## config.mk

```make
export PLATFORM = sky130hd
export DESIGN_NAME = wwd_top
export DESIGN_NICKNAME = d
export VERILOG_FILES = /design/src/inc/wwd_pkg.sv /design/src/rtl/wwd_sync3.sv /design/src/rtl/wwd_tick.sv /design/src/rtl/wwd_top.sv
export SDC_FILE = /design/constraint.sdc
export NUM_CORES = 1
export LEC_CHECK = 0
export ABC_AREA = 1
export ABC_CLOCK_PERIOD_IN_PS = 12300
export BUFFER_PORTS_ARGS = -buffer_cell sky130_fd_sc_hd__buf_2
export CORE_ASPECT_RATIO = 1.5
export CORE_UTILIZATION = 63
export CTS_CLUSTER_SIZE = 12
export DETAILED_ROUTE_END_ITERATION = 7
export PLACE_DENSITY = 0.87
export SLEW_MARGIN = 20
export SYNTH_ARGS = -nofsm -noshare
export SYNTH_HDL_FRONTEND = slang
export SYNTH_SLANG_ARGS = --single-unit
```

## constraint.sdc

```tcl
create_clock -name REF_CLK_I -period 12.3 [get_ports REF_CLK_I]
set_input_delay 0 -clock REF_CLK_I [delete_from_list [all_inputs] [get_ports REF_CLK_I]]
set_output_delay 0 -clock REF_CLK_I [all_outputs]
set_load 0.005 [all_outputs]
```

## src/inc/wwd_pkg.sv

```systemverilog
package wwd_pkg;

    // bus geometry: register index times four gives the byte address
    localparam int          ADDR_W        = 8;
    localparam int          DATA_W        = 32;
    localparam int          BYTE_W        = 8;
    localparam logic [7:0]  IDX_CONTROL   = 8'h0C;
    localparam logic [7:0]  IDX_TEST_A    = 8'h0D;
    localparam logic [7:0]  IDX_TEST_B    = 8'h0E;
    localparam logic [7:0]  IDX_SERVICE   = 8'h0F;
    localparam logic [7:0]  IDX_STATUS    = 8'h10;
    localparam logic [7:0]  IDX_CLKCFG    = 8'h11;
    localparam int          IDX_SHIFT     = 2;

    // watchdog_control field positions
    localparam int          CTL_WINDOW    = 7;
    localparam int          CTL_DBGSTOP   = 6;
    localparam int          CTL_MASK      = 5;
    localparam int          CTL_RATE_LSB  = 0;
    localparam int          RATE_W        = 3;
    localparam logic [2:0]  RATE_OFF      = 3'h0;

    // clock configuration field positions
    localparam int          CFG_SECONDARY = 0;
    localparam int          CFG_PRIMARY   = 1;
    localparam int          CFG_PSTOP     = 2;
    localparam int          CFG_PCE       = 3;

    // status field positions
    localparam int          STA_ARMED     = 0;
    localparam int          STA_ENABLED   = 1;
    localparam int          STA_ONCE      = 2;
    localparam int          STA_FORCED    = 3;

    // service byte values
    localparam logic [7:0]  ARM_FIRST     = 8'h55;
    localparam logic [7:0]  ARM_SECOND    = 8'hAA;

    // period exponents, indexed by rate code
    localparam int          CNT_W         = 25;
    localparam int          EXP_W         = 5;
    localparam logic [4:0]  EXP_FORCED    = 5'h18;
    localparam logic [39:0] EXP_SLOW      = {5'h18, 5'h17, 5'h16, 5'h14, 5'h12, 5'h10, 5'h0E, 5'h00};
    localparam logic [39:0] EXP_FAST      = {5'h11, 5'h10, 5'h0F, 5'h0D, 5'h0B, 5'h09, 5'h07, 5'h00};

    typedef struct packed {
        logic       window;
        logic       dbg_stop;
        logic [2:0] rate;
    } wwd_ctrl_s;

    typedef struct packed {
        logic pseudo_stop_clock_enable;
        logic pseudo_stop;
        logic primary;
        logic secondary;
    } wwd_clkcfg_s;

    localparam wwd_ctrl_s   CTRL_RST      = '{window: 1'b0, dbg_stop: 1'b0, rate: 3'h0};
    localparam wwd_clkcfg_s CLKCFG_RST    = '{pseudo_stop_clock_enable: 1'b0, pseudo_stop: 1'b0, primary: 1'b0, secondary: 1'b0};

    typedef enum logic {
        ARM_IDLE = 1'b0,
        ARM_HALF = 1'b1
    } wwd_arm_e;

endpackage : wwd_pkg

```

## src/rtl/wwd_sync3.sv

```systemverilog
`timescale 1ns/1ps
// three-stage synchroniser; a change passes once stages two and three agree
module wwd_sync3 #(
    parameter int W = 1
) (
    input  wire logic         clk_i,
    input  wire logic         rst_i,
    input  wire logic [W-1:0] d_i,
    output logic      [W-1:0] q_o
);
    logic [W-1:0] s1_q, s2_q, s3_q, q_d;

    // per bit: take stage three only where it matches stage two
    always_comb begin
        q_d = (q_o & (s2_q ^ s3_q)) | (s3_q & ~(s2_q ^ s3_q)); // hold while the stages disagree
    end

    // stage one feeds stage two and nothing else
    always_ff @(posedge clk_i) begin
        if (rst_i) begin
            s1_q <= '0;
            s2_q <= '0;
            s3_q <= '0;
            q_o  <= '0;
        end else begin
            s1_q <= d_i;
            s2_q <= s1_q;
            s3_q <= s2_q;
            q_o  <= q_d;
        end
    end
endmodule : wwd_sync3

```

## src/rtl/wwd_tick.sv

```systemverilog
`timescale 1ns/1ps
// picks the count source and turns its rising edges into one-cycle enables
module wwd_tick (
    input  wire logic clk_i,
    input  wire logic rst_i,
    input  wire logic auto_clk_i,
    input  wire logic irc_clk_i,
    input  wire logic osc_clk_i,
    input  wire logic primary_i,
    input  wire logic secondary_i,
    output logic      tick_o
);
    logic src;
    logic prev_q, prev_d;
    logic half_q, half_d;
    logic tick_d;

    // primary select halves the autonomous clock by skipping every other edge
    always_comb begin
        src    = primary_i ? auto_clk_i : (secondary_i ? osc_clk_i : irc_clk_i);
        prev_d = src;
        half_d = half_q;
        tick_d = 1'b0;
        if (src && !prev_q) begin
            half_d = primary_i ? ~half_q : 1'b0;
            tick_d = !primary_i || half_q;
        end
    end

    always_ff @(posedge clk_i) begin
        if (rst_i) begin
            prev_q <= 1'b0;
            half_q <= 1'b0;
            tick_o <= 1'b0;
        end else begin
            prev_q <= prev_d;
            half_q <= half_d;
            tick_o <= tick_d;
        end
    end
endmodule : wwd_tick

```

## src/rtl/wwd_top.sv

```systemverilog
// Implementation choice: the Avalon-MM interface to the registers.
`timescale 1ns/1ps
module wwd_top (
    input  wire logic                  REF_CLK_I,
    input  wire logic                  RST_I,
    input  wire logic [7:0]            AVS_ADDRESS_I,
    input  wire logic                  AVS_READ_I,
    input  wire logic                  AVS_WRITE_I,
    input  wire logic [31:0]           AVS_WRITEDATA_I,
    input  wire logic [3:0]            AVS_BYTEENABLE_I,
    output logic      [31:0]           AVS_READDATA_O,
    output logic                       AVS_WAITREQUEST_O,
    input  wire logic                  SPECIAL_MODE_I,
    input  wire logic                  STOP_MODE_I,
    input  wire logic                  DEBUG_ACTIVE_I,
    input  wire logic                  NVM_LOAD_I,
    input  wire wwd_pkg::wwd_ctrl_s    NVM_CTRL_I,
    input  wire logic                  AUTO_CLK_I,
    input  wire logic                  IRC_CLK_I,
    input  wire logic                  OSC_CLK_I,
    input  wire logic                  OSC_VALID_I,
    output logic                       WDOG_RESET_O,
    output logic                       RTI_FREEZE_O
);

    // address decode used by both the read mux and the write strobes
    function automatic logic hit(input logic [7:0] addr, input logic [7:0] idx);
        hit = (addr == (idx << wwd_pkg::IDX_SHIFT));
    endfunction : hit

    // period exponent for the rate code and clock branch
    function automatic logic [4:0] rate_exp(input logic [2:0] rate, input logic fast);
        logic [39:0] tbl;
        tbl      = fast ? wwd_pkg::EXP_FAST : wwd_pkg::EXP_SLOW;
        rate_exp = tbl[rate*wwd_pkg::EXP_W +: wwd_pkg::EXP_W];
    endfunction : rate_exp

    localparam logic [24:0] CNT_ONE = 25'h000_0001;

    // ------------------------------------------------------------------
    // pin inputs: count clocks and oscillator status cross in through three flops
    logic        auto_s, irc_s, osc_s, ovalid_s;
    logic        tick;

    wwd_sync3 #(
        .W (4)
    ) u_sync (
        .clk_i (REF_CLK_I),
        .rst_i (RST_I),
        .d_i   ({OSC_VALID_I, OSC_CLK_I, IRC_CLK_I, AUTO_CLK_I}),
        .q_o   ({ovalid_s, osc_s, irc_s, auto_s})
    );

    wwd_pkg::wwd_ctrl_s   ctrl_q, ctrl_d;
    wwd_pkg::wwd_clkcfg_s cfg_q, cfg_d;

    wwd_tick u_tick (
        .clk_i       (REF_CLK_I),
        .rst_i       (RST_I),
        .auto_clk_i  (auto_s),
        .irc_clk_i   (irc_s),
        .osc_clk_i   (osc_s),
        .primary_i   (cfg_q.primary),
        .secondary_i (cfg_q.secondary),
        .tick_o      (tick)
    );

    // ------------------------------------------------------------------
    // bus slave: waitrequest drops for exactly one cycle, one cycle after the request
    logic        wait_q, wait_d;
    logic [31:0] rdata_d;
    logic        req, fire_acc, wr_fire;
    logic [7:0]  wd;
    logic        wr_ctl, wr_cfg, wr_svc_raw, wr_test_a, wr_test_b;
    logic [7:0]  test_a_q, test_a_d, test_b_q, test_b_d;
    logic        once_q, once_d;
    logic        ovalid_prev_q;
    wwd_pkg::wwd_arm_e arm_q, arm_d;
    logic [24:0] cnt_q, cnt_d;
    logic        enabled, forced;

    always_comb begin
        req        = AVS_READ_I || AVS_WRITE_I;
        fire_acc   = req && !wait_q;
        wait_d     = !(req && wait_q);
        wr_fire    = fire_acc && AVS_WRITE_I && AVS_BYTEENABLE_I[0];
        wd         = AVS_WRITEDATA_I[7:0];
        wr_ctl     = wr_fire && hit(AVS_ADDRESS_I, wwd_pkg::IDX_CONTROL);
        wr_cfg     = wr_fire && hit(AVS_ADDRESS_I, wwd_pkg::IDX_CLKCFG);
        wr_svc_raw = wr_fire && hit(AVS_ADDRESS_I, wwd_pkg::IDX_SERVICE);
        wr_test_a  = wr_fire && SPECIAL_MODE_I && hit(AVS_ADDRESS_I, wwd_pkg::IDX_TEST_A);
        wr_test_b  = wr_fire && SPECIAL_MODE_I && hit(AVS_ADDRESS_I, wwd_pkg::IDX_TEST_B);
    end

    // read mux; mask bit and the service register always read back zero
    always_comb begin
        rdata_d = '0;
        if (hit(AVS_ADDRESS_I, wwd_pkg::IDX_CONTROL)) begin
            rdata_d[wwd_pkg::CTL_WINDOW]  = ctrl_q.window;
            rdata_d[wwd_pkg::CTL_DBGSTOP] = ctrl_q.dbg_stop;
            rdata_d[wwd_pkg::CTL_RATE_LSB +: wwd_pkg::RATE_W] = ctrl_q.rate;
        end else if (hit(AVS_ADDRESS_I, wwd_pkg::IDX_TEST_A)) begin
            rdata_d[wwd_pkg::BYTE_W-1:0] = test_a_q;
        end else if (hit(AVS_ADDRESS_I, wwd_pkg::IDX_TEST_B)) begin
            rdata_d[wwd_pkg::BYTE_W-1:0] = test_b_q;
        end else if (hit(AVS_ADDRESS_I, wwd_pkg::IDX_STATUS)) begin
            rdata_d[wwd_pkg::STA_ARMED]   = (arm_q == wwd_pkg::ARM_HALF);
            rdata_d[wwd_pkg::STA_ENABLED] = enabled;
            rdata_d[wwd_pkg::STA_ONCE]    = once_q;
            rdata_d[wwd_pkg::STA_FORCED]  = forced;
        end else if (hit(AVS_ADDRESS_I, wwd_pkg::IDX_CLKCFG)) begin
            rdata_d[wwd_pkg::CFG_SECONDARY] = cfg_q.secondary;
            rdata_d[wwd_pkg::CFG_PRIMARY]   = cfg_q.primary;
            rdata_d[wwd_pkg::CFG_PSTOP]     = cfg_q.pseudo_stop;
            rdata_d[wwd_pkg::CFG_PCE]       = cfg_q.pseudo_stop_clock_enable;
        end
    end

    // ------------------------------------------------------------------
    // control register: write-once, mask, sticky debug stop, nonvolatile load
    logic        mask, fields_ok, dbg_rise, restart_ctl, restart_load;
    logic [2:0]  wr_rate;

    always_comb begin
        ctrl_d       = ctrl_q;
        once_d       = once_q;
        restart_ctl  = 1'b0;
        restart_load = 1'b0;
        mask         = wd[wwd_pkg::CTL_MASK];
        wr_rate      = wd[wwd_pkg::CTL_RATE_LSB +: wwd_pkg::RATE_W];
        fields_ok    = !mask && (SPECIAL_MODE_I || !once_q);
        dbg_rise     = 1'b0;
        if (NVM_LOAD_I) begin
            // load wins over a bus write in the same cycle; it is taken whenever NVM_LOAD_I is high
            ctrl_d       = NVM_CTRL_I;
            restart_load = (NVM_CTRL_I.rate != wwd_pkg::RATE_OFF);
        end else if (wr_ctl) begin
            if (SPECIAL_MODE_I) begin
                ctrl_d.dbg_stop = wd[wwd_pkg::CTL_DBGSTOP];
            end else if (wd[wwd_pkg::CTL_DBGSTOP]) begin
                ctrl_d.dbg_stop = 1'b1;
            end
            dbg_rise = !ctrl_q.dbg_stop && wd[wwd_pkg::CTL_DBGSTOP];
            if (fields_ok) begin
                // zero values are no-ops but still spend the chance
                if (wr_rate != wwd_pkg::RATE_OFF) begin
                    ctrl_d.rate = wr_rate;
                end
                if (wd[wwd_pkg::CTL_WINDOW]) begin
                    ctrl_d.window = 1'b1;
                end
            end
            if (!mask && !SPECIAL_MODE_I) begin
                once_d = 1'b1;
            end
            if (SPECIAL_MODE_I) begin
                restart_ctl = 1'b1;
            end else begin
                restart_ctl = dbg_rise || (fields_ok &&
                              ((wr_rate != wwd_pkg::RATE_OFF) || wd[wwd_pkg::CTL_WINDOW]));
            end
        end
    end

    // ------------------------------------------------------------------
    // clock configuration and restarts from clock changes
    logic restart_clk, osc_lost;

    always_comb begin
        cfg_d       = cfg_q;
        restart_clk = 1'b0;
        if (wr_cfg) begin
            cfg_d.secondary   = wd[wwd_pkg::CFG_SECONDARY];
            cfg_d.primary     = wd[wwd_pkg::CFG_PRIMARY];
            cfg_d.pseudo_stop = wd[wwd_pkg::CFG_PSTOP];
            cfg_d.pseudo_stop_clock_enable         = wd[wwd_pkg::CFG_PCE];
            restart_clk = (cfg_d.secondary != cfg_q.secondary) ||
                          (cfg_d.primary != cfg_q.primary);
        end
        osc_lost = ovalid_prev_q && !ovalid_s && !cfg_q.primary && cfg_q.secondary;
        test_a_d = wr_test_a ? wd : test_a_q;
        test_b_d = wr_test_b ? wd : test_b_q;
    end

    // ------------------------------------------------------------------
    // counter, window check and service sequence
    logic [4:0]  exp_sel;
    logic [24:0] period, last, open_at;
    logic        win_eff, early, run, freeze, count_en;
    logic        wr_svc, svc_bad, svc_good, timeout, wd_fire, restart;

    always_comb begin
        enabled  = (ctrl_q.rate != wwd_pkg::RATE_OFF);
        forced   = enabled && DEBUG_ACTIVE_I && !ctrl_q.dbg_stop && SPECIAL_MODE_I;
        exp_sel  = forced ? wwd_pkg::EXP_FORCED : rate_exp(ctrl_q.rate, cfg_q.primary);
        win_eff  = ctrl_q.window && !forced;
        period   = CNT_ONE << exp_sel;
        last     = period - CNT_ONE;
        open_at  = period - (period >> 2);
        early    = (cnt_q < open_at);
        // stop-mode gating: primary branch never halts
        run      = !STOP_MODE_I || cfg_q.primary ||
                   (cfg_q.pseudo_stop && cfg_q.secondary && cfg_q.pseudo_stop_clock_enable);
        freeze   = ctrl_q.dbg_stop && DEBUG_ACTIVE_I;
        count_en = enabled && tick && run && !freeze;
        timeout  = count_en && (cnt_q == last);
        wr_svc   = wr_svc_raw && enabled;
        svc_bad  = wr_svc && (((wd != wwd_pkg::ARM_FIRST) && (wd != wwd_pkg::ARM_SECOND)) ||
                              (win_eff && early));
        svc_good = wr_svc && !svc_bad && (wd == wwd_pkg::ARM_SECOND) &&
                   (arm_q == wwd_pkg::ARM_HALF);
        wd_fire  = svc_bad || timeout;
        restart  = wd_fire || svc_good || restart_ctl || restart_clk || osc_lost || restart_load;
        if (restart) begin
            cnt_d = '0;
        end else if (count_en) begin
            cnt_d = cnt_q + CNT_ONE;
        end else begin
            cnt_d = cnt_q;
        end
        // a lone second byte is harmless; repeated first bytes just keep it armed
        if (restart) begin
            arm_d = wwd_pkg::ARM_IDLE;
        end else if (wr_svc && !svc_bad && (wd == wwd_pkg::ARM_FIRST)) begin
            arm_d = wwd_pkg::ARM_HALF;
        end else begin
            arm_d = arm_q;
        end
    end

    // ------------------------------------------------------------------
    // state registers; all outputs leave straight from here
    always_ff @(posedge REF_CLK_I) begin
        if (RST_I) begin
            wait_q            <= 1'b1;
            AVS_WAITREQUEST_O <= 1'b1;
            AVS_READDATA_O    <= '0;
            ctrl_q            <= wwd_pkg::CTRL_RST;
            cfg_q             <= wwd_pkg::CLKCFG_RST;
            once_q            <= 1'b0;
            test_a_q          <= '0;
            test_b_q          <= '0;
            ovalid_prev_q     <= 1'b0;
            cnt_q             <= '0;
            arm_q             <= wwd_pkg::ARM_IDLE;
            WDOG_RESET_O      <= 1'b0;
            RTI_FREEZE_O      <= 1'b0;
        end else begin
            wait_q            <= wait_d;
            AVS_WAITREQUEST_O <= wait_d;
            AVS_READDATA_O    <= (req && wait_q) ? rdata_d : AVS_READDATA_O;
            ctrl_q            <= ctrl_d;
            cfg_q             <= cfg_d;
            once_q            <= once_d;
            test_a_q          <= test_a_d;
            test_b_q          <= test_b_d;
            ovalid_prev_q     <= ovalid_s;
            cnt_q             <= cnt_d;
            arm_q             <= arm_d;
            WDOG_RESET_O      <= wd_fire;
            RTI_FREEZE_O      <= freeze;
        end
    end

endmodule : wwd_top

```

### After elaboration in Yosys (flattened, before gate mapping)

Index checks and enable logic that the tools add are counted.

* register bits after elaboration: 83

* $add $sub $neg: 3
* equality and inequality tests: 13
* bitwise gates (word level): 8
* multiply operators: 1
* multiplexer cells: 26
* shift-type cells: 2
* reduce and logical (&&, ||, !) cells: 79
* $lt $le $gt $ge: 1

Operators with widths (number)
* $shiftx A40 B7 Y5: 1
* $mux W39: 1
* $logic_and A1 B1 Y1: 37
* $eq A8 B6 Y1 const B: 4
* $add A25 B1 Y25 const B: 1
* $eq A25 B25 Y1: 1
* $lt A25 B25 Y1: 1
* $shl A1 B5 Y25 const A: 1
* $sub A25 B1 Y25 const B: 1
* $sub A25 B23 Y25: 1
* $eq A8 B7 Y1 const B: 3
* $mux W4: 4
* $logic_or A1 B1 Y1: 15
* $mux W5: 3
* $logic_not A1 Y1: 13
* $mux W1: 12
* $mux W3: 4
* $reduce_bool A3 Y1: 4
* $reduce_and A3 Y1: 3
* $and A4 B4 Y4: 2
* $eq A8 B8 Y1 const B: 1
* $mux W8: 1
* $ne A8 B7 Y1 const B: 1
* $ne A8 B8 Y1 const B: 1
* 10 further kinds: 17

### Depth between registers and ports, before layout

Gate-level depths: netlist (run 1).

* depth after elaboration: 21
* mapped depth: 35

### Modules after synthesis

A second synthesis (run 1) with hierarchy kept.

* cells, all modules: 987
* area, all modules: 6572.6 um2

By module, submodules not included
* wwd_top: instances 1, area each 5947.0 um2, sequential area each 1281.2 um2, cells each 910
* wwd_sync3: instances 1, area each 480.5 um2, sequential area each 320.3 um2, cells each 54
* wwd_tick: instances 1, area each 145.1 um2, sequential area each 60.1 um2, cells each 23

### Worst setup path after synthesis (run 1)

No wires, ideal clock.

* path kind: flip-flop to flip-flop
* from: register ctrl_q[0] (netlist name)
* to: register cnt_q[1]
* setup time: 62 ps
* arrival time: 4695 ps
* setup slack: 7543 ps
* data required time: 12238 ps
* period minus slack after synthesis: 4757 ps
* buffers on the path: 1
* stages on the path, launching flop included: 33
* path through: dfxtp_1 > inv_1 > ha_1 > inv_1 > nand2_1 > nand3_1 > nand2_1 > nor2_2 > nand2_1 > nor2_2 > nand2_2 > ha_1 > nand2_1 > nor3_1 > a21oi_1 > o21ai_0 > a21oi_1 > o21ai_0 > a21oi_1 > o21ai_0 > xnor2_1 > ha_1 > a21oi_1 > o21a_1 > o221ai_1 > a21oi_1 > nand4_1 > nand4_1 > o211ai_1 > inv_1 > nand3_4 > buf_8 > nor2_2

* cells in the longest elaborated chain, start to end: 21
* elaborated cells between the ends (all ways): 33

RTL lines
* start, declared: line wwd_top.sv:54 `wwd_pkg::wwd_ctrl_s ctrl_q, ctrl_d;`
* start signal, assigned: line wwd_top.sv:238 `ctrl_q <= wwd_pkg::CTRL_RST;`
* start signal, assigned: line wwd_top.sv:252 `ctrl_q <= ctrl_d;`
* parallel branches: the longest is 21 deep, another holds $sub A25 B23 Y25
* end signal, assigned: line wwd_top.sv:258 `cnt_q <= cnt_d;`
* end, declared: line wwd_top.sv:79 `logic [24:0] cnt_q, cnt_d;`

Parallel ways; which one is timed is not known.
A chain may end at the register's enable or synchronous reset.

### Worst setup path in the final report (run 1)

* from: register cfg_q[1] (netlist name)
* to: register cnt_q[17]

* cells in the longest elaborated chain, start to end: 19
* elaborated cells between the ends (all ways): 33

RTL lines
* start, declared: line wwd_top.sv:55 `wwd_pkg::wwd_clkcfg_s cfg_q, cfg_d;`
* start signal, assigned: line wwd_top.sv:239 `cfg_q <= wwd_pkg::CLKCFG_RST;`
* start signal, assigned: line wwd_top.sv:253 `cfg_q <= cfg_d;`
* $mux W39: line wwd_top.sv:34 `tbl = fast ? wwd_pkg::EXP_FAST : wwd_pkg::EXP_SLOW;`
* $shiftx A40 B7 Y5: line wwd_top.sv:35 `rate_exp = tbl[rate*wwd_pkg::EXP_W +: wwd_pkg::EXP_W];`
* $mux W5: line wwd_top.sv:195 `exp_sel = forced ? wwd_pkg::EXP_FORCED : rate_exp(ctrl_q.rate, cfg_q.primary);`
* $shl A1 B5 Y25: line wwd_top.sv:197 `period = CNT_ONE << exp_sel;`
* $sub A25 B23 Y25: line wwd_top.sv:199 `open_at = period - (period >> 2);`
* $lt A25 B25 Y1: line wwd_top.sv:200 `early = (cnt_q < open_at);`
* $logic_and A1 B1 Y1: line wwd_top.sv:209 `(win_eff && early));`
* $logic_or A1 B1 Y1: line wwd_top.sv:208 `svc_bad = wr_svc && (((wd != wwd_pkg::ARM_FIRST) && (wd != wwd_pkg::ARM_SECOND)) ||`
* $logic_and A1 B1 Y1: line wwd_top.sv:208
* $logic_not A1 Y1: line wwd_top.sv:210 `svc_good = wr_svc && !svc_bad && (wd == wwd_pkg::ARM_SECOND) &&`
* $logic_and A1 B1 Y1 (3 in a row): line wwd_top.sv:210
* $logic_or A1 B1 Y1 (5 in a row): line wwd_top.sv:213 `restart = wd_fire || svc_good || restart_ctl || restart_clk || osc_lost || restart_load;`
* $reduce_or A2 Y1 (no line)

Parallel ways exist; a longest one is shown, timed or not.

==> results of run 1 <==
==> area by class of cell <==
cell class                      count  area (µm²)
Clock buffer                        9         225
Clock inverter                      6        57.6
Fill cell                         861        2860
Inverter                          144         543
Multi-Input combinational cell    759        4370
Sequential cell                    83        1660
Tap cell                          141         176
Timing Repair Buffer               57         350
==> repair_timing <==
action	CTS	global route
endpoints found under the hold margin	11	0
endpoints found under the setup margin	0	0
hold buffers	13	0
==> synth_stat cells, types with 3 or more instances <==
cell type	count
ha_1	52
dfxtp_1	83
nand3_2	7
nor2_2	28
nand4_1	19
a21oi_1	85
a31oi_1	7
nand2_2	9
nand2_1	176
inv_1	134
o211ai_1	6
nor3_1	21
nor2_4	3
nand3_4	3
xor2_1	44
o221ai_1	8
nor4_1	12
nor2_1	89
o21ai_0	59
buf_1	3
xnor2_1	16
clkbuf_1	8
inv_2	9
nand3b_1	3
nand3_1	46
buf_4	24
==> cell usage in the layout, fill, tap and decap left out, drive strengths merged <==
cell type | netlist | routed
a211oi | 2 | 2
o21bai | 1 | 1
clkinvlp | 0 | 1
dlygate4sd3 | 0 | 13
bufinv | 0 | 1
dfxtp | 83 | 83
conb | 2 | 41
nand3 | 56 | 56
nor2 | 121 | 121
nor3b | 1 | 1
fa | 1 | 1
xor2 | 44 | 44
nor3 | 22 | 22
nand4 | 21 | 21
o211a | 1 | 1
o211ai | 6 | 6
o31ai | 2 | 2
or2 | 2 | 2
o21a | 2 | 2
buf | 32 | 44
and3 | 2 | 2
xnor2 | 16 | 16
inv | 144 | 144
nor4 | 12 | 12
nand3b | 3 | 3
nand2 | 186 | 186
o21ai | 60 | 60
clkinv | 0 | 4
clkbuf | 8 | 9
o221ai | 8 | 8
a21oi | 85 | 85
a21o | 1 | 1
a31oi | 7 | 7
o311ai | 2 | 2
and2 | 1 | 1
ha | 52 | 52
o2111ai | 1 | 1
==> final timing paths <==
path / from / slack, ps / end
worst max-delay path: cfg_q[1] / 6090 / cnt_q[17]
worst min-delay path: AVS_WRITEDATA_I[3] / 20 / test_b_q[3]
worst max register to register: cfg_q[1] / 6090 / cnt_q[17]
worst min register to register: u_sync.s1_q[0] / 400 / u_sync.s2_q[0]
==> where the power goes <==
part / switching (mW) / internal [mW] / leakage [nW]
sequential: 0.00366 / 0.273 / 0.673
combinational: 0.145 / 0.0800 / 2.56
clock: 0.106 / 0.155 / 0.141
==> layer usage <==
layer  wire length [µm]  GRT usage [%]
met1               6520           33.3
met5                  0              0
met2               9410           63.4
met4               1300           24.0
met3                732           3.14
==> state kept, by name, indices dropped and copies added, names as in the netlist, 4 cells and up, named ones only <==
register        count
AVS_READDATA_O      8
u_sync.s1_q         4
test_a_q            8
test_b_q            8
cnt_q              25
cfg_q               4
u_sync.s3_q         4
ctrl_q              5
u_sync.s2_q         4
==> critical path: cells and delay by family, from the launching register on <==
family / cells / cell delay, ps
AO/OA/AOI/OAI: 13 / 2420
XOR/XNOR: 1 / 150
adder cells (fa/ha/maj): 3 / 980
buffers and inverters: 3 / 290
flip-flops: 1 / 480
AND/OR/NAND/NOR: 11 / 1780
==> metrics by stage <==
step / cell area (µm²) / hold WS (ps) / worst slack [ps] / std cells / utilization [%]
finish: 7380 / 15.6 / 6090 / 1199 / 72.1
global route: 7380 / 7.94 / 5600 / 1199 / 72.1
CTS: 7380 / 4.00 / 6200 / 1199 / 72.1
detailed placement: 6970 / 208 / 6270 / 1171 / 68.0
global placement: 6970 / 201 / 6350 / 1171 / 68.0
floorplan: 6850 / 107 / 7540 / 1026 / -
==> logic make-up (layout without fill, tap and decap cells) <==
logic type | Yosys count | count (layout) | share of synthesized area, %
and+or+nand+nor | 427 | 427 | 30.4
xor gates and xnor gates | 60 | 60 | 7.83
DFF | 83 | 83 | 24.8
other | 2 | 41 | 0.112
buffers and inverters | 184 | 216 | 12.3
adders and majority gates | 53 | 53 | 10.0
AOI/OAI and AO/OA | 178 | 178 | 14.6
==> results.md, run 1 <==
- Number of global-route vias before repair: 6491
- Post-Syn Instances: 987
- Cts repair resizes: 0
- Clock latency on the worst-skew pair: 330 ps
- Top cells by area, synth: dfxtp_1, nand2_1, ha_1
- Setup violators final: 0
- Worst r2r path cells: 31
- Leakage: 3.37 nW
- CTS tree: built
- Avg Vias per Cell: 5.56
- CTS sink count: 83
- FF+latch count, synth: 83
- Post-synth EDFFs: 0
- Clock buffers created by TritonCTS: 9
- Slowest cell on the critical path: dfxtp_1
- Top_reg_cell synth: dfxtp_1
- Drt first pass iters: 5
- Cell taking the most area after synthesis: dfxtp_1
- Fin Clk Skew: 3.73 ps
- Die Y: 128 µm
- CP Data Required Time: 12550 ps
- Slew margin rel.: 46.4%
- Die Span X: 86.3 µm
- Post-Route WL: 18000 µm
- Hold Crit Depth: 3
- Reg clk slew, reported paths: 60 ps
- Core Box Area: 10200 µm²
- DRT antenna net count: 0
- Worst-margin pin slew: 802 ps
- Antenna cell count: 0
- Setup TNS: 0 ps
- Vias post-DR: 6672
- Worst path most repeated cell: a21oi_1
- Largest net degree at the start of global routing: 32
- Post CTS Setup Buffer Count: 0
- Status: completed
- H-tree depth: 3
- VDD IR max: 0.000107 V
- Routed len/inst: 15.0 µm
- Slowest stage delay, CP: 480 ps
- All-layer global routing usage: 33.4%
- Fmax: 161 MHz
- Clock Tree Buf Depth: 2
- Pins Over Slew Limit: 0
- Overflow after GRT: 0
- Die Area: 11100 µm²
- Cell Rows: 45
- Period minus WS final: 6210 ps
- Crit path kind: flip-flop to flip-flop
- Gpl congestion: 0.982
- Critical Path AT: 6460 ps
- Ys async rst share: 0%
- Final Hold Violating Endpoints: 0
- Synthesized area per cell: 6.80 µm²
- IO buf count: 44
- Pwr dens: 103 nW/µm²
- Sequential area share after synthesis: 24.8%
- Area grow syn2layout: 10.1%
- Startpoint types: flip-flop
- Iter 0 DRT Violations: 436
- Clock Root Buffer: clkbuf_16
- RSZ-0062 raised after global routing: false
- # IOs: 96
- Final Power: 0.761 mW
- Initial antenna violation count: 0
- Synthesized area: 6710 µm²
- Post-DP HPWL: 13700 µm
- Area share of the largest cell type after synthesis: 24.8%
- Final nets: 1168
- Global-route wire length before repair: 28800 µm
- Number of synthesis warnings: 0
- Hold crit path type: input port to flip-flop
- Worst setup EP type: flip-flop
- Initial Utilization: 65.5%
- # DRC: 0
- Critical Path Fanout Max: 26
- Layout cells sized above 1: 11.9%
- Number of library cell types mapped by synthesis: 49
- Max Cap Viol: 0
- Fin crit share: 50.5%
Note: power is estimated with default switching activity, not from simulation.
==> run 2, diff against run 1 <==
ABC_AREA = 0   (was 1)
ABC_CLOCK_PERIOD_IN_PS = 5600   (was 12300)
CORE_UTILIZATION = 53   (was 63)
PLACE_DENSITY = 0.78   (was 0.87)
clock period = 5.6 ns   (was 12.3 ns; I/O delays follow)
==> run 2 against run 1 <==
Compared with the run above: clock skew is 4.4 ps higher; combinational power up 120%; sequential power grew 120%; non-clock buffer count rose by 60; fmax rose by 16%; clock-buffer cell count increased by 1; via count down 0.22%; critical endpoint is now cnt_q[13]; highest routed layer unchanged.
==> results.md, run 2 <==
- Hold worst-path end: test_a_q[2]
- Slew margin rel.: 9.50%
- Reg clk slew, reported paths: 70 ps
- Slowest stage delay, CP: 380 ps
- FF+latch count, synth: 83
- Top Layer Used: met4
- Slowest cell on the critical path: or3_4
- Area of the multi-input gates: 4920 µm²
- Setup violators final: 0
- Post-DP HPWL: 14100 µm
- Most common cell after layout, fill and taps aside: dfxtp_1
- # DRC: 0
- Post-layout util: 64.2%
- Antenna cell count: 0
- Worst r2r path cells: 28
- Crit path kind: flip-flop to flip-flop
- DRT antenna net count: 0
- Initial Utilization: 54.3%
- Cell Rows: 50
- Startpoint types: flip-flop
- Layout cells sized above 1: 18.8%
- Sequential area share after synthesis: 24.5%
- IO buf count: 44
- CTS tree: built
- Die Area: 13300 µm²
- VDD IR max: 0.000224 V
- Global-route wire length before repair: 29900 µm
- Flip-flop and latch area: 1670 µm²
- Avg Vias per Cell: 5.99
- Clock Tree Buf Depth: 2
- Worst setup EP type: flip-flop
- Core Box Area: 12500 µm²
- # IOs: 96
- Synthesized area: 6790 µm²
- Clock latency on the worst-skew pair: 350 ps
- Max Cap Viol: 0
- Gpl congestion: 0.957
- Initial antenna violation count: 0
- Top cells by area, synth: dfxtp_1, ha_1, xnor2_1
- Commonest cells post-synth: dfxtp_1, nor2_1, a21oi_1, ha_1, nand2_1
- Number of global-route vias before repair: 6599
- WL met3: 736 µm
- Routed len/inst: 16.9 µm
- Pwr dens: 210 nW/µm²
- Top_reg_cell synth: dfxtp_1
- Overflow after GRT: 0
- Iter 0 DRT Violations: 393
- Fin Clk Skew: 8.17 ps
- Post-Syn Instances: 843
- Met2 Wirelength: 9870 µm
- Hold crit path type: input port to flip-flop
- H-tree depth: 3
- Hold Crit Depth: 3
- Fmax: 187 MHz
- Worst r2r src: ctrl_q[0]
- Pre-CTS setup slack: 44.4 ps
- Max FFs per register: 25
- RSZ-0062 raised after global routing: true
- Post-synth EDFFs: 0
- Clock buffers created by TritonCTS: 9
- Die Span X: 94.4 µm
- R2R setup slack: 250 ps
- Post-route setup slack: 254 ps
- CP Data Required Time: 5850 ps
- Fin crit share: 95.5%
- Period minus WS final: 5350 ps
- Post-Route WL: 18800 µm
- Status: completed
- Fillers: 1061
- Vias post-DR: 6657
- Biggest register: cnt_q
- Reg2reg end: cnt_q[13]
- Largest net degree at the start of global routing: 59
- Worst-margin pin slew: 1360 ps
- Leakage: 3.31 nW
- Clock Root Buffer: clkbuf_16
- Die Y: 141 µm
- Critical Path Fanout Max: 18
- Most frequent cells in the layout: dfxtp_1, nor2_1, buf_4
- Wl on met1: 7060 µm
- Drt first pass iters: 5
- Final Hold Violating Endpoints: 0
- Pins Over Slew Limit: 0
- Area grow syn2layout: 18.2%
- All-layer global routing usage: 28.4%
- Number of library cell types mapped by synthesis: 85
- Ys async rst share: 0%
- Critical Path AT: 5590 ps
- Area share of the largest cell type after synthesis: 24.5%
- Number of synthesis warnings: 0
- Final nets: 1064
- Cell taking the most area after synthesis: dfxtp_1
- Synthesized area per cell: 8.06 µm²
- Hold path startpoint: AVS_WRITEDATA_I[2]
- Count leader, synth: dfxtp_1
- CTS sink count: 83
==> run 2: cell count changes after synthesis, sizes merged, moves of 29 or more <==
cell	before	now
nand2	186	50
inv	144	37
nor2	121	75
a21oi	85	53
nand3	56	26
mux2i	0	29
==> run 2: kinds of logic (layout without fill, tap and decap cells) <==
family                     Yosys count  after routing  share of synthesized area, %
xor gates and xnor gates            64             64                          8.25
AOI/OAI and AO/OA                  197            197                          19.8
and+or+nand+nor                    315            315                          25.4
buffers and inverters               97            170                          7.37
other                                2             41                         0.111
muxes                               31             31                          4.61
adders and majority gates           54             54                          10.0
DFF                                 83             83                          24.5
==> run 2: worst max path at each step <==
stage	slack [ps]	end	startpoint
floorplan	40	cnt_q[10]	cfg_q[1]
global placement	130	cnt_q[18]	ctrl_q[0]
detailed placement	40	cnt_q[9]	ctrl_q[2]
CTS	20	cnt_q[9]	ctrl_q[0]
global route	-20	cnt_q[13]	ctrl_q[0]
finish	250	cnt_q[13]	ctrl_q[0]
==> run 2: critical path: cells and delay by family (launching register included) <==
family	cells	cell delay [ps]
AO/OA/AOI/OAI	12	2320
AND/OR/NAND/NOR	7	1110
adder cells (fa/ha/maj)	3	690
buffers and inverters	5	670
flip-flops	1	360
XOR/XNOR	1	80
==> run 2: report_power, final <==
group	switching, mW	leakage (nW)	total [mW]	internal (mW)
Clock	0.272	0.144	0.595	0.323
Combinational	0.273	2.50	0.485	0.212
Sequential	0.00757	0.673	0.605	0.597
Total	0.553	3.31	1.69	1.13
==> run 2: layout make-up <==
class                      count  area share [%]
multi-input combinational    702            61.3
sequential                    83            20.8
timing repair buffer         117            10.1
clock buffer                  10            2.98
tap                          156            2.43
inverter                      37            1.73
clock inverter                 6           0.701
==> run 2: through the flow <==
stage	hold WS (ps)	setup TNS, ps	power (mW)	area (µm²)	std cells
floorplan	128	0	0.950	6950	882
global placement	212	0	1.06	7450	1080
detailed placement	217	0	1.07	7450	1080
CTS	4.76	0	1.67	7860	1108
global route	44.9	-151	1.76	8030	1111
finish	26.6	0	1.69	8030	1111
==> run 2: layer usage <==
metal  GRT usage [%]  vias to the layer above
met1            28.8                     3092
li1                -                     3238
met4            18.8                        0
met5               0                        -
met3            4.64                       86
met2            52.1                      241
==> run 2: repair_timing <==
item                                   in CTS  in global routing
buffers inserted                            0                  3
hold buffers                               12                  0
setup endpoints to repair                   0                 27
endpoints found under the hold margin      13                  0
resized for setup                           0                 33
